==> src/prog_entry_pkg.sv <==
package prog_entry_pkg;

  // clock and timing
  localparam int unsigned CLK_MHZ          = 100;
  localparam int unsigned T_HALF_BIT_NS    = 100;
  localparam int unsigned T_ENTRY_NS       = 5000;
  localparam int unsigned T_CMD_DATA_NS    = 1000;
  localparam int unsigned T_CMD_GAP_NS     = 1000;
  // least times round up to whole cycles
  localparam int unsigned HALF_BIT_CYCLES  = (T_HALF_BIT_NS * CLK_MHZ + 999) / 1000;
  localparam int unsigned ENTRY_CYCLES     = (T_ENTRY_NS * CLK_MHZ + 999) / 1000;
  localparam int unsigned CMD_DATA_CYCLES  = (T_CMD_DATA_NS * CLK_MHZ + 999) / 1000;
  localparam int unsigned CMD_GAP_CYCLES   = (T_CMD_GAP_NS * CLK_MHZ + 999) / 1000;
  localparam logic [7:0]  PHASE_HALF       = 8'(HALF_BIT_CYCLES);
  localparam logic [7:0]  PHASE_LAST       = 8'(2 * HALF_BIT_CYCLES - 1);
  localparam logic [15:0] WAIT_ENTRY       = 16'(ENTRY_CYCLES - 1);
  localparam logic [15:0] WAIT_CMD_DATA    = 16'(CMD_DATA_CYCLES - 1);
  localparam logic [15:0] WAIT_CMD_GAP     = 16'(CMD_GAP_CYCLES - 1);

  // serial framing
  localparam int unsigned DATA_W           = 14;
  localparam int unsigned CMD_W            = 6;
  localparam logic [5:0]  KEY_LAST_BIT     = 6'h1f;
  localparam logic [5:0]  CMD_LAST_BIT     = 6'h05;
  localparam logic [5:0]  FRAME_LAST_BIT   = 6'h0f;
  localparam logic [31:0] LV_ENTRY_KEY     = 32'h5a3c96e1; // arbitrary value
  localparam int unsigned WR_FIFO_DEPTH    = 8;

  // configuration memory map of the device
  localparam logic [15:0] ADDR_USER_ID     = 16'h8000;
  localparam logic [15:0] ADDR_PART_ID     = 16'h8006;
  localparam logic [15:0] ADDR_CONFIG_ONE  = 16'h8007;
  localparam logic [15:0] ADDR_CONFIG_TWO  = 16'h8008;
  localparam logic [15:0] ADDR_CALIB_ONE   = 16'h8009;
  localparam logic [15:0] ADDR_CALIB_TWO   = 16'h800a;
  localparam int unsigned PART_ID_MSB      = 13;
  localparam int unsigned PART_ID_LSB      = 5;
  localparam int unsigned REVISION_MSB     = 4;
  localparam int unsigned REVISION_LSB     = 0;
  localparam int unsigned STACK_FAULT_BIT  = 9;
  localparam int unsigned LV_PROG_EN_BIT   = 13;
  // arbitrary expected part code, used by software only
  localparam logic [8:0]  EXPECTED_PART_ID = 9'h0a5;

  typedef enum logic [2:0] {
    OP_ENTER_VPP_FIRST = 3'h0,
    OP_ENTER_VDD_FIRST = 3'h1,
    OP_ENTER_LOW_VOLT  = 3'h2,
    OP_EXIT            = 3'h3,
    OP_COMMAND         = 3'h4
  } prog_op_e;

  typedef struct packed {
    prog_op_e          kind;
    logic [CMD_W-1:0]  cmd;
    logic              has_data;
    logic              is_read;
  } prog_op_s;

  typedef struct packed {
    logic clk;
    logic dat;
    logic dat_oe_n;
    logic vpp_en;
    logic master_clear_pin_low;
    logic vdd_en;
  } pin_drive_s;

endpackage

==> src/prog_sync2.sv <==
`timescale 1ns/100ps
module prog_sync2
  import prog_entry_pkg::*;
(
  input  wire logic clk_in,
  input  wire logic arst_n_in,
  input  wire logic d_in,
  output logic      q_out
);
  logic meta;

  always_ff @(posedge clk_in or negedge arst_n_in) begin
    if (!arst_n_in) begin
      meta  <= 1'b0;
      q_out <= 1'b0;
    end else begin
      meta  <= d_in;
      q_out <= meta;
    end
  end
endmodule

==> src/prog_word_fifo.sv <==
`timescale 1ns/100ps
module prog_word_fifo
  import prog_entry_pkg::*;
#(
  parameter int unsigned WIDTH = 14,
  parameter int unsigned DEPTH = 8
)(
  input  wire logic             clk_in,
  input  wire logic             arst_n_in,
  input  wire logic [WIDTH-1:0] in_data_in,
  input  wire logic             in_valid_in,
  output logic                  in_ready_out,
  output logic [WIDTH-1:0]      out_data_out,
  output logic                  out_valid_out,
  input  wire logic             out_ready_in
);
  localparam int unsigned AW = $clog2(DEPTH);

  logic [WIDTH-1:0] mem [DEPTH];
  logic [AW-1:0]    wr_ptr;
  logic [AW-1:0]    rd_ptr;
  logic [AW:0]      count;
  logic             push;
  logic             pop;
  logic [AW:0]      next_count;

  assign push          = in_valid_in && in_ready_out;
  assign pop           = out_ready_in && out_valid_out;
  assign out_data_out  = mem[rd_ptr];
  assign out_valid_out = (count != '0);

  always_comb begin
    next_count = count;
    if (push && !pop) begin
      next_count = count + 1'b1;
    end else if (pop && !push) begin
      next_count = count - 1'b1;
    end
  end

  always_ff @(posedge clk_in or negedge arst_n_in) begin
    if (!arst_n_in) begin
      wr_ptr       <= '0;
      rd_ptr       <= '0;
      count        <= '0;
      in_ready_out <= 1'b1;
    end else begin
      count        <= next_count;
      // registered full flag keeps the ready port glitch free
      in_ready_out <= (next_count != (AW+1)'(DEPTH));
      if (push) begin
        wr_ptr <= (wr_ptr == AW'(DEPTH-1)) ? '0 : wr_ptr + 1'b1;
      end
      if (pop) begin
        rd_ptr <= (rd_ptr == AW'(DEPTH-1)) ? '0 : rd_ptr + 1'b1;
      end
    end
  end

  always_ff @(posedge clk_in) begin
    if (push) begin
      mem[wr_ptr] <= in_data_in;
    end
  end
endmodule

==> src/prog_entry_ctrl.sv <==
`timescale 1ns/100ps
// Summary of operation
// RULE1 - identity word: part code bits 13..5, revision bits 4..0, read only
// RULE2 - identity word never changes on any program or erase attempt
// RULE3 - configuration words sit at 8007h and 8008h
// RULE4 - calibration words at 8009h and 800ah survive every erase
// RULE5 - stack fault reset enable bit 9 of word two selects reset on stack fault
// RULE6 - regulator capacitor enable bit absent on low-power variants
// RULE7 - commands and data words travel least significant bit first
// RULE8 - sender changes data after rising clock, receiver samples on falling
// RULE9 - mode entry holds all other device logic in reset
// RULE10 - on entry all I/O float as inputs and address clears
// RULE11 - programming-supply-first: clock, data low, raise high voltage, then supply
// RULE12 - supply-first: clock, data low, supply on, then raise high voltage
// RULE13 - programming-supply-first entry is the recommended method
// RULE14 - high-voltage mode ends when master clear drops to supply level
// RULE15 - key entry accepted only while low-voltage enable bit is one
// RULE16 - low-voltage enable bit cleared only in a high-voltage session
// RULE17 - key entry: master clear low, then clock a 32-bit key
// RULE18 - key goes out starting with bit 0 of its lowest nibble
// RULE19 - master clear stays low for the whole low-voltage session
// RULE20 - low-voltage mode ends when master clear is released
// RULE21 - data command: delay, then 16 clocks: start, 14 data, stop
// RULE22 - identity word lives at 8006h, readable in programming mode
// RULE23 - device samples key bits on falling edges into a 32-bit register
// RULE24 - wrong key leaves device outside programming mode, nothing changed
module prog_entry_ctrl
  import prog_entry_pkg::*;
(
  input  wire logic              clk_in,
  input  wire logic              arst_n_in,
  input  wire prog_op_s          op_in,
  input  wire logic              op_valid_in,
  output logic                   op_ready_out,
  input  wire logic [DATA_W-1:0] wr_data_in,
  input  wire logic              wr_valid_in,
  output logic                   wr_ready_out,
  output logic [DATA_W-1:0]      rd_data_out,
  output logic                   rd_valid_out,
  output logic                   mode_active_out,
  output logic                   low_voltage_mode_out,
  output logic                   prog_clock_pin_out,
  output logic                   prog_data_pin_out,
  output logic                   prog_data_pin_oe_n_out,
  input  wire logic              prog_data_pin_in,
  output logic                   high_entry_voltage_en_out,
  output logic                   master_clear_pin_low_out,
  output logic                   supply_en_out
);

  typedef enum logic [3:0] {
    ST_IDLE   = 4'h0,
    ST_PWR_A  = 4'h1,
    ST_PWR_B  = 4'h2,
    ST_KEY    = 4'h3,
    ST_ACTIVE = 4'h4,
    ST_CMD    = 4'h5,
    ST_DLY    = 4'h6,
    ST_DATA   = 4'h7,
    ST_GAP    = 4'h8,
    ST_EXIT   = 4'h9
  } ctl_state_e;

  typedef struct packed {
    ctl_state_e        st;
    prog_op_e          entry;
    logic [15:0]       wait_cnt;
    logic [7:0]        phase;
    logic [5:0]        bit_cnt;
    logic [5:0]        bit_last;
    logic [31:0]       tx;
    logic [15:0]       rx;
    logic              has_data;
    logic              is_read;
    logic [DATA_W-1:0] data_word;
    logic              pop;
    logic              op_ready;
    logic              rd_valid;
    logic [DATA_W-1:0] rd_data;
    logic              active;
    logic              lv_mode;
    pin_drive_s        pins;
  } ctl_s;

  // pins idle: clock and data driven low, supplies off, master clear released
  localparam ctl_s CTL_RESET = '{
    st: ST_IDLE, entry: OP_ENTER_VPP_FIRST, wait_cnt: 16'h0000, phase: 8'h00,
    bit_cnt: 6'h00, bit_last: 6'h00, tx: 32'h00000000, rx: 16'h0000,
    has_data: 1'b0, is_read: 1'b0, data_word: 14'h0000, pop: 1'b0,
    op_ready: 1'b1, rd_valid: 1'b0, rd_data: 14'h0000, active: 1'b0,
    lv_mode: 1'b0,
    pins: '{clk: 1'b0, dat: 1'b0, dat_oe_n: 1'b0, vpp_en: 1'b0,
            master_clear_pin_low: 1'b0, vdd_en: 1'b0}
  };

  ctl_s              s;
  ctl_s              next_s;
  logic              dat_sync;
  logic [DATA_W-1:0] fifo_data;
  logic              fifo_valid;
  logic              accept;
  logic              needs_word;

  prog_sync2 u_dat_sync (
    .clk_in    (clk_in),
    .arst_n_in (arst_n_in),
    .d_in      (prog_data_pin_in),
    .q_out     (dat_sync)
  );

  prog_word_fifo #(
    .WIDTH (DATA_W),
    .DEPTH (WR_FIFO_DEPTH)
  ) u_wr_fifo (
    .clk_in        (clk_in),
    .arst_n_in     (arst_n_in),
    .in_data_in    (wr_data_in),
    .in_valid_in   (wr_valid_in),
    .in_ready_out  (wr_ready_out),
    .out_data_out  (fifo_data),
    .out_valid_out (fifo_valid),
    .out_ready_in  (s.pop)
  );

  function automatic logic is_shift_state(input ctl_state_e st);
    return (st == ST_KEY) || (st == ST_CMD) || (st == ST_DATA);
  endfunction

  // a write command waits in place until its data word is buffered
  assign needs_word = (op_in.kind == OP_COMMAND) && op_in.has_data && !op_in.is_read;
  assign accept     = op_valid_in && s.op_ready && !(needs_word && !fifo_valid);

  always_comb begin
    next_s          = s;
    next_s.rd_valid = 1'b0;
    next_s.pop      = 1'b0;
    if (s.wait_cnt != 16'h0000) begin
      next_s.wait_cnt = s.wait_cnt - 16'h0001;
    end
    if (is_shift_state(s.st)) begin
      next_s.phase = s.phase + 8'h01;
      if (s.phase == 8'h00) begin
        next_s.pins.clk = 1'b1;
        next_s.pins.dat = s.tx[0]; // [RULE7] [RULE8] [RULE18]
      end else if (s.phase == PHASE_HALF) begin
        next_s.pins.clk = 1'b0;
        next_s.rx       = {dat_sync, s.rx[15:1]}; // [RULE8]
      end
      if (s.phase == PHASE_LAST) begin
        next_s.phase   = 8'h00;
        next_s.tx      = {1'b0, s.tx[31:1]};
        next_s.bit_cnt = s.bit_cnt + 6'h01;
      end
    end
    unique case (s.st)
      ST_IDLE: begin
        if (accept) begin
          next_s.entry    = op_in.kind;
          next_s.wait_cnt = WAIT_ENTRY;
          next_s.pins.clk = 1'b0; // [RULE11] [RULE12]
          next_s.pins.dat = 1'b0;
          next_s.pins.dat_oe_n = 1'b0;
          unique case (op_in.kind)
            OP_ENTER_VPP_FIRST: begin
              next_s.pins.vpp_en = 1'b1; // [RULE11] [RULE13]
              next_s.op_ready    = 1'b0;
              next_s.st          = ST_PWR_A;
            end
            OP_ENTER_VDD_FIRST, OP_ENTER_LOW_VOLT: begin
              next_s.pins.vdd_en = 1'b1; // [RULE12]
              next_s.op_ready    = 1'b0;
              next_s.st          = ST_PWR_A;
            end
            default: begin
              next_s.op_ready = 1'b1;
            end
          endcase
        end
      end
      ST_PWR_A: begin
        if (s.wait_cnt == 16'h0000) begin
          next_s.wait_cnt = WAIT_ENTRY;
          next_s.st       = ST_PWR_B;
          unique case (s.entry)
            OP_ENTER_VPP_FIRST: next_s.pins.vdd_en   = 1'b1; // [RULE11]
            OP_ENTER_VDD_FIRST: next_s.pins.vpp_en   = 1'b1; // [RULE12]
            default:            next_s.pins.master_clear_pin_low = 1'b1; // [RULE17]
          endcase
        end
      end
      ST_PWR_B: begin
        if (s.wait_cnt == 16'h0000) begin
          if (s.entry == OP_ENTER_LOW_VOLT) begin
            next_s.tx       = LV_ENTRY_KEY; // [RULE17] [RULE18]
            next_s.bit_cnt  = 6'h00;
            next_s.bit_last = KEY_LAST_BIT;
            next_s.phase    = 8'h00;
            next_s.st       = ST_KEY;
          end else begin
            next_s.active   = 1'b1;
            next_s.op_ready = 1'b1;
            next_s.st       = ST_ACTIVE;
          end
        end
      end
      ST_KEY: begin
        // no acknowledge exists; a refused key only shows in later reads
        if (s.phase == PHASE_LAST && s.bit_cnt == s.bit_last) begin
          next_s.pins.dat = 1'b0;
          next_s.lv_mode  = 1'b1; // [RULE19]
          next_s.active   = 1'b1;
          next_s.wait_cnt = WAIT_CMD_GAP;
          next_s.st       = ST_GAP;
        end
      end
      ST_ACTIVE: begin
        if (accept) begin
          next_s.op_ready = 1'b0;
          if (op_in.kind == OP_COMMAND) begin
            next_s.tx        = {26'h0000000, op_in.cmd}; // [RULE7]
            next_s.has_data  = op_in.has_data;
            next_s.is_read   = op_in.is_read;
            next_s.data_word = fifo_data;
            next_s.pop       = needs_word;
            next_s.bit_cnt   = 6'h00;
            next_s.bit_last  = CMD_LAST_BIT;
            next_s.phase     = 8'h00;
            next_s.st        = ST_CMD;
          end else if (op_in.kind == OP_EXIT) begin
            next_s.pins.vpp_en   = 1'b0; // [RULE14]
            next_s.pins.master_clear_pin_low = 1'b0; // [RULE20]
            next_s.wait_cnt      = WAIT_ENTRY;
            next_s.st            = ST_EXIT;
          end else begin
            next_s.op_ready = 1'b1;
          end
        end
      end
      ST_CMD: begin
        if (s.phase == PHASE_LAST && s.bit_cnt == s.bit_last) begin
          next_s.pins.dat = 1'b0;
          if (s.has_data) begin
            next_s.wait_cnt = WAIT_CMD_DATA; // [RULE21]
            next_s.st       = ST_DLY;
          end else begin
            next_s.wait_cnt = WAIT_CMD_GAP;
            next_s.st       = ST_GAP;
          end
        end
      end
      ST_DLY: begin
        if (s.wait_cnt == 16'h0000) begin
          next_s.tx            = {16'h0000, 1'b0, s.data_word, 1'b0}; // [RULE21]
          next_s.pins.dat_oe_n = s.is_read;
          next_s.bit_cnt       = 6'h00;
          next_s.bit_last      = FRAME_LAST_BIT;
          next_s.phase         = 8'h00;
          next_s.st            = ST_DATA;
        end
      end
      ST_DATA: begin
        if (s.phase == PHASE_LAST && s.bit_cnt == s.bit_last) begin
          next_s.pins.dat      = 1'b0;
          next_s.pins.dat_oe_n = 1'b0;
          next_s.rd_valid      = s.is_read;
          next_s.rd_data       = s.rx[DATA_W:1]; // [RULE21] [RULE7]
          next_s.wait_cnt      = WAIT_CMD_GAP;
          next_s.st            = ST_GAP;
        end
      end
      ST_GAP: begin
        if (s.wait_cnt == 16'h0000) begin
          next_s.op_ready = 1'b1;
          next_s.st       = ST_ACTIVE;
        end
      end
      ST_EXIT: begin
        if (s.wait_cnt == 16'h0000) begin
          next_s.pins.vdd_en = 1'b0;
          next_s.active      = 1'b0;
          next_s.lv_mode     = 1'b0;
          next_s.op_ready    = 1'b1;
          next_s.st          = ST_IDLE;
        end
      end
      default: begin
        next_s = CTL_RESET;
      end
    endcase
  end

  always_ff @(posedge clk_in or negedge arst_n_in) begin
    if (!arst_n_in) begin
      s <= CTL_RESET;
    end else begin
      s <= next_s;
    end
  end

  assign op_ready_out              = s.op_ready;
  assign rd_data_out               = s.rd_data;
  assign rd_valid_out              = s.rd_valid;
  assign mode_active_out           = s.active;
  assign low_voltage_mode_out      = s.lv_mode;
  assign prog_clock_pin_out        = s.pins.clk;
  assign prog_data_pin_out         = s.pins.dat;
  assign prog_data_pin_oe_n_out    = s.pins.dat_oe_n;
  assign high_entry_voltage_en_out = s.pins.vpp_en;
  assign master_clear_pin_low_out  = s.pins.master_clear_pin_low;
  assign supply_en_out             = s.pins.vdd_en;
endmodule

==> config.mk <==
export PLATFORM = sky130hd
export DESIGN_NAME = prog_entry_ctrl
export DESIGN_NICKNAME = d
export VERILOG_FILES = /design/src/prog_entry_pkg.sv /design/src/prog_sync2.sv /design/src/prog_word_fifo.sv /design/src/prog_entry_ctrl.sv
export SDC_FILE = /design/constraint.sdc
export NUM_CORES = 1
export LEC_CHECK = 0
export BUFFER_PORTS_ARGS = -buffer_cell sky130_fd_sc_hd__buf_2
export CAP_MARGIN = 0
export CORE_MARGIN = 2
export CORE_UTILIZATION = 68
export CTS_BUF_LIST = sky130_fd_sc_hd__clkbuf_8
export CTS_CLUSTER_DIAMETER = 200
export DETAILED_ROUTE_END_ITERATION = 6
export PLACE_DENSITY_LB_ADDON = 0.3
export RECOVER_POWER = 50
export SYNTH_ARGS = -nofsm -noshare
export SYNTH_HDL_FRONTEND = slang
export SYNTH_SLANG_ARGS = --single-unit
export TNS_END_PERCENT = 100
==> constraint.sdc <==
create_clock -name clk_in -period 7.7 [get_ports clk_in]
set_input_delay 1.925 -clock clk_in [delete_from_list [all_inputs] [get_ports clk_in]]
set_output_delay 1.925 -clock clk_in [all_outputs]
set_load 0.03 [all_outputs]
Word-level counts from Yosys, hierarchy flattened
Memory sizes are Yosys's and may differ from the RTL's.
Cells that the tools add are included.

storage, ports and cells
  bits in registers = 145
  bits in writable memories = 112
  bits of input ports = 30
  output and inout bits = 25
  word-level logic and storage cells = 237
  memories kept = 1

memory list
  memory         words  bits a word  read ports  clocked after memory_dff  write ports  RTL line              source
  u_wr_fifo.mem  8      14           1           0                         1            prog_word_fifo.sv:19  logic [WIDTH-1:0] mem [DEPTH];

operators by class
  add/subtract/negate cells = 7
  equality and inequality tests = 48
  muxes and demuxes = 83
  bitwise gates (word level) = 11
  reduce and logical (&&, ||, !) cells = 58

operators by type and width
  cell                number
  $mux 52             4
  $pmux 52 s4         1
  $mux 16             8
  $pmux 16 s5         1
  $mux 68             1
  $mux 4              15
  $mux 48             1
  $pmux 4 s9          1
  $reduce_or 7->1     5
  $pmux 17 s2         1
  $mux 32             1
  $ne 2x2->1 const B  15
  $pmux 15 s2         1
  $mux 14             2
  $reduce_or 9->1     3
  $reduce_and 6->1    4
  $mux 23             1
  $ne 2x1->1 const B  11
  $mux 1              21
  $pmux 1 s4          5
  $mux 18             1
  $mux 17             1
  $eq 4x3->1 const B  4
  $logic_not 16->1    1
  46 further kinds    98

Logic depth before layout (Yosys ltp)
Gate-level depths: netlist of run 1.

  word-level depth = 8
  mapped depth = 11

Modules after synthesis
Synthesis of run 1 repeated with hierarchy kept, for this count alone.

unflattened totals
  cells, all modules = 898
  area total of the unflattened synthesis = 11337.1 sq um

by module, submodules not included
  module           instances  cells an instance  area each (sq um)  sequential area each (sq um)
  prog_entry_ctrl  1          654                6324.8             3204.3
  prog_word_fifo   1          242                4962.3             3639.7
  prog_sync2       1          2                  50.0               50.0

Least setup slack after synthesis of run 1
Ideal clock, no wire load.

  kind = input port to flip-flop
  from = in wr_valid_in
  to = mem u_wr_fifo.mem[0][0] (enable)
  setup time = 0.403 ns
  arrival = 3.406 ns
  required time = 7.297 ns
  path slack = 3.892 ns
  cell stages on the path = 4
  cells stage by stage = and2_1 clkbuf_1 nand2b_1 nor3_1

between the ends
  cells in the longest elaborated chain, start to end = 3

RTL lines
  element                       RTL line               source
  start, declared               prog_entry_ctrl.sv:36  input wire logic wr_valid_in,
  $logic_and 1x1->1             prog_word_fifo.sv:27   assign push = in_valid_in && in_ready_out;
  $mux 1                        prog_word_fifo.sv:61   if (push) begin
  $mux 1 (not written as such)  prog_word_fifo.sv:62   mem[wr_ptr] <= in_data_in;
  end, declared                 prog_word_fifo.sv:19

No other way between the ends.

==> results.cfg, run 1 <==
[timing]
final-max-slew-violation-count = 57
tightest_slew_ns = 2.951
min_period_over_period = 0.6031
slew_headroom = -0.9673
timing.fmax_mhz = 215.4
finalHoldViolCount = 0
fin_tns_setup_ns = 0
setup_viol_count_final = 0
fin_ws_ns = 3.056
rsz0062_at_grt = false
period_minus_slack_ns = 4.644
final.setup_skew_ns = 0.03153

[synthesis]
yosysUniqueCellTypes = 75
yosys-top-cells-area = dfrtp_1 31%, edfxtp_1 30%, mux4_2 5.5%
synth_edf_count = 112
seq_area_frac_synth = 0.6058
ys_async_sr_fraction = 0.5573
yosysMostFrequentCell = dfrtp_1
yosysWarnings = 0
ys.flop_type = dfrtp_1
synth_top_area_share = 0.3056
syn-mean-instance-area_um2 = 12.83
synthCells = 887
synth_top_cell_by_area = dfrtp_1
synth.cells.most_frequent = 139 x dfrtp_1, 112 x edfxtp_1, 99 x nand2_1, 57 x o21ai_0, 47 x nor2_1
syn_area_mm2 = 0.01138
ys_ff_latch = 253
syn_nets = 929

[clock_tree]
htree_levels = 2
clockBufferDepth = 3
numCtsBuffers = 40
clock_latency_ns = 0.55
post_cts_resized = 0
cts-root-buf = clkbuf_8
clk_pin_slew_worst_paths_ns = 0.06
hold_buffers = 0
postCtsSetupBuffers = 0
cts_tree = done
cts.sinks = 253

[detailed_routing]
wl_per_cell_um = 19.61
first_pass_iters = 7
route.vias.total = 7523
wl_mm = 23.20
via_per_inst = 6.359
final_antenna_net_count = 0
route.detailed.drc = 0
drt-initial-drc-count = 658

[power]
total_leakage_power_nw = 4.852
ir_worst_vdd_mv = 0.2177
powerDensity_mw_per_mm2 = 324.4

[finish]
syn_to_final_growth_pct = 9.388
antenna_cells = 0
final_nets = 978
seqCellArea_mm2 = 0.006895
drive_above_1_share = 0.1641
multiInputGateArea_mm2 = 0.004135
nFillCells = 1003

[global_routing]
grt_pass1_vias = 7756
met1_usage = 0.3509
track_usage = 0.2737
antenna_found_initial = 0
grt_pass1_wl_mm = 38.74
grt_util_met2 = 0.4762
overflow = 0
grt_max_degree = 87
gr-usage-met3 = 0.04528
top_usage_layer = met2

[die]
io_pins = 55
die_width_um = 133.4
core_area_mm2 = 0.01647
initial_core_util = 0.6912
die-area_mm2 = 0.01779
die_h_um = 133.4
fp-row-count = 47

[critical_path]
arrival_ns = 5.13
path_max_fanout = 86
path_cells = clkbuf_1, buf_4
cp-end-kind = async pin
worst_path_max_delay_cell = clkbuf_1
crit_required_ns = 8.19
worstSetupPathType = primary input to async pin
worst-path-buf-inv = 2
critPathMaxStageDelay_ns = 2.04
cp_top_family = buffers and inverters
cp-start-kind = primary input

[job]
cap_violations = 1

[run_status]
violations = capacitance limit, slew limit
status = finished with violations

[place]
gp_congestion = 0.8863
place_ws_ns = 3.258
dp_hpwl_mm = 15.06
portBuffers = 54

[hold_path]
hold_class = register to register
-- final cells by class --
type,instances,share of cell area
Sequential cell,253,0.5539
Tap cell,220,0.02211
Clock buffer,45,0.04975
Timing Repair Buffer,68,0.02653
Multi-Input combinational cell,559,0.3322
Inverter,14,0.004221
Clock inverter,24,0.01136
-- cell usage in the layout (no fill, tap or decap), types with 7 or more instances in the layout --
| cell type | n |
|---|---|
| xnor2_1 | 17 |
| nand2b_1 | 9 |
| a21oi_1 | 36 |
| dfrtp_1 | 138 |
| xor2_1 | 10 |
| ha_1 | 12 |
| edfxtp_1 | 112 |
| a31oi_1 | 12 |
| nor2_1 | 47 |
| buf_2 | 39 |
| clkbuf_8 | 45 |
| mux2i_1 | 41 |
| nor4_1 | 11 |
| a22o_1 | 16 |
| nor3_1 | 20 |
| inv_1 | 25 |
| nand2_1 | 99 |
| o21ai_0 | 57 |
| mux4_2 | 28 |
| buf_4 | 7 |
| o2bb2ai_1 | 14 |
| clkbuf_1 | 22 |
| nand3_1 | 15 |
-- report_power, final --
group	total, mW	internal, mW	switching (mW)
Sequential	1.86	1.63	0.225
Combinational	1.11	0.436	0.675
Clock	1.07	0.571	0.499
-- per-stage QoR --
stage | cell area (um2) | utilization | hold WS [ns] | power [mW] | instances
6_report | 12450 | 0.7561 | 0.3479 | 4.038 | 1183
5_1_grt | 12450 | 0.7561 | 0.3684 | 4.256 | 1183
4_1_cts | 12500 | 0.7594 | 0.3492 | 4.057 | 1183
3_5_place_dp | 11740 | 0.7132 | 0.3356 | 2.978 | 1114
3_3_place_gp | 11740 | 0.7132 | 0.3378 | 2.907 | 1114
2_1_floorplan | 11380 | - | 0.3312 | 2.666 | 887
-- path summary, 6_finish.rpt --
kind                                            from                    endpoint  slack, ns  cells past startpoint
max                                        arst_n_in  u_dat_sync.q_out$_DFF_PN0_       3.06                      2
min                        u_dat_sync.meta$_DFF_PN0_  u_dat_sync.q_out$_DFF_PN0_       0.35                      0
max reg2reg                         s[109]$_DFF_PN0_             s[61]$_DFF_PN0_       3.98                      8
min reg2reg                u_dat_sync.meta$_DFF_PN0_  u_dat_sync.q_out$_DFF_PN0_       0.35                      0
max in group clk_in                        op_in[10]             s[61]$_DFF_PN0_       3.76                      6
min in group asynchronous                  arst_n_in           s[40]$_DFFE_PN0P_       2.34                      1
-- registers in the layout (all words and copies together), names as in the netlist, 3 cells and up --
| register | count |
|---|---|
| rd_data_out | 14 |
| u_wr_fifo.rd_ptr | 3 |
| u_wr_fifo.wr_ptr | 3 |
| s | 104 |
| u_wr_fifo.mem | 112 |
| u_wr_fifo.count | 4 |
-- cells by family after synthesis --
| group | after synthesis | synth area share |
|---|---|---|
| compound gates | 187 | 0.1082 |
| buf+inv | 75 | 0.03254 |
| xor+xnor | 27 | 0.02078 |
| flops | 253 | 0.6058 |
| simple gates | 262 | 0.1261 |
| mux | 71 | 0.09345 |
| fa+ha+maj | 12 | 0.01319 |
-- layer usage --
metal	vias to the layer above	part of all wire	wire, um
met5	-	0	0
met4	0	0.029	667
met3	58	0.056	1308
met2	274	0.51	11890
met1	3768	0.40	9331
li1	3423	-	-
(Power assumes the default switching activity.)
==> inputs of run 2 (changes only) <==
--- a/config.mk
+++ b/config.mk
@@ -8,7 +8,7 @@
 export BUFFER_PORTS_ARGS = -buffer_cell sky130_fd_sc_hd__buf_2
 export CAP_MARGIN = 0
 export CORE_MARGIN = 2
-export CORE_UTILIZATION = 68
+export CORE_UTILIZATION = 57
 export CTS_BUF_LIST = sky130_fd_sc_hd__clkbuf_8
 export CTS_CLUSTER_DIAMETER = 200
 export DETAILED_ROUTE_END_ITERATION = 6
==> constraint.sdc (replaced) <==
create_clock -name clk_in -period 3.87 [get_ports clk_in]
set_input_delay 0.9675 -clock clk_in [delete_from_list [all_inputs] [get_ports clk_in]]
set_output_delay 0.9675 -clock clk_in [all_outputs]
set_load 0.03 [all_outputs]
==> run 2 against run 1 <==
  * Highest routed layer is now met5
  * Clock power rose by 110%
  * The flow still finishes with violations (capacitance limit, slew limit)
  * Critical path type is now register to register
  * Cell area rose by 1.9%
  * Clock skew is 0.0071 ns lower
  * Die area grew 19%
==> results.cfg, run 2 (synthesized netlist as in run 1, its figures left out) <==
[power]
clockPowerShare = 0.278
total_leakage_power_nw = 4.954
p_int_mw = 5.414
power_mw = 8.191
comb_power_share = 0.283
power_switching_mw = 2.778
power.share.sequential = 0.439
switching_share = 0.3391
powerDensity_mw_per_mm2 = 645.8
ir_worst_vdd_mv = 0.3870

[finish]
regMostFlops = u_wr_fifo.mem
final_nets = 989
antenna_cells = 0
drive_above_1_share = 0.1844
largest_reg_flops = 112
final_cell_mix = 138 x dfrtp_1, 112 x edfxtp_1, 99 x nand2_1
syn_to_final_growth_pct = 11.46
final_common_cell = dfrtp_1

[detailed_routing]
wl_per_cell_um = 18.02
via_per_inst = 5.894
route.detailed.drc = 0
first_pass_iters = 5
final_antenna_net_count = 0
wl_mm = 22.36
route.vias.total = 7314
drt-initial-drc-count = 540

[die]
core_area_mm2 = 0.01953
die_h_um = 145.3
fp-row-count = 51
die_width_um = 145.3
initial_core_util = 0.5829
die-area_mm2 = 0.02111
io_pins = 55

[place]
gp_congestion = 0.8517
dp_hpwl_mm = 14.58
portBuffers = 54

[critical_path]
arrival_ns = 3.46
reg2reg_depth = 8
cp-end-kind = register
worstSetupPathType = register to register
path_max_fanout = 14
cp-start-kind = register
crit_required_ns = 4.35

[clock_tree]
cts_tree = done
clockBufferDepth = 3
htree_levels = 2
clock_latency_ns = 0.55
postCtsSetupBuffers = 0
hold_buffers = 0
clk_pin_slew_worst_paths_ns = 0.07
numCtsBuffers = 40
post_cts_resized = 0
cts-root-buf = clkbuf_8
cts.sinks = 253

[timing]
final.setup_skew_ns = 0.02446
setup_viol_count_final = 0
finalHoldViolCount = 0
timing.fmax_mhz = 335.8
final-max-slew-violation-count = 31
slew_headroom = -0.008488
tightest_slew_ns = 1.513
period_minus_slack_ns = 2.978
min_period_over_period = 0.7695
rsz0062_at_grt = false
fin_tns_setup_ns = 0

[hold_path]
hold_class = register to register
min_path_cells = 0

[global_routing]
grt_max_degree = 60
track_usage = 0.2159
grt_pass1_vias = 7096
grt_pass1_wl_mm = 36.85
overflow = 0
antenna_found_initial = 1

[job]
cap_violations = 1

[run_status]
status = finished with violations
violations = capacitance limit, slew limit
## run 2: cell types whose count changed in the layout (fill, tap and decap cells not counted), sizes merged
cell / before / now
buf: 46 / 63
inv: 28 / 24
clkinvlp: 0 / 2
clkbuf: 67 / 63
bufinv: 1 / 2
clkinv: 9 / 10
## run 2: path summary, 6_finish.rpt
kind / slack, ns / to / from
worst min register to register: 0.36 / u_dat_sync.q_out$_DFF_PN0_ / u_dat_sync.meta$_DFF_PN0_
worst max-delay path: 0.89 / s[62]$_DFF_PN0_ / s[109]$_DFF_PN0_
min in group asynchronous: 0.40 / s[122]$_DFF_PN0_ / arst_n_in
worst max register to register: 0.89 / s[62]$_DFF_PN0_ / s[109]$_DFF_PN0_
worst min-delay path: 0.36 / u_dat_sync.q_out$_DFF_PN0_ / u_dat_sync.meta$_DFF_PN0_
max in group asynchronous: 1.65 / s[84]$_DFF_PN0_ / arst_n_in
## run 2: final cells by class
cell class / instances / area, um2
inverter: 14 / 52.55
multi-input combinational: 559 / 4139
clock buffer: 47 / 646.9
timing repair buffer: 79 / 451.7
sequential: 253 / 6895
clock inverter: 24 / 167.7
fill: 1516 / 6842
tap: 265 / 331.6
## run 2: metal layers
layer	global-route usage	routed length (um)
met5	0	16
met1	0.2909	9484
met3	0.04560	1426
met4	0.07990	641
met2	0.3505	10790
## run 2: power groups by stage
stage	combinational, mW	sequential, mW	clock (mW)
finish	2.32	3.60	2.28
global route	2.56	3.66	2.45
CTS	2.32	3.60	2.34
detailed placement	2.31	3.65	0
global placement	2.27	3.63	0
floorplan	1.76	3.54	0
## run 2: metrics by stage
step / cell area [um2] / util / worst slack [ns] / cells / hold slack (ns)
after floorplan: 11380 / - / 1.019 / 887 / 0.3312
after global placement: 11900 / 0.6092 / 0.7294 / 1170 / 0.3464
after detailed placement: 11900 / 0.6092 / 0.6930 / 1170 / 0.3518
after CTS: 12710 / 0.6509 / 0.9108 / 1241 / 0.3689
after global routing: 12680 / 0.6496 / 0.6624 / 1241 / 0.3619
final: 12680 / 0.6496 / 0.8919 / 1241 / 0.3633
## run 2: worst max-delay path: stages, from the launching register on
cell and delay (ns):
dfrtp_1 0.40, inv_1 0.06, ha_1 0.18, or3b_2 0.54, nor4_4 0.46, inv_2 0.27
nor4_4 0.69, a221oi_1 0.18, o21ai_0 0.12
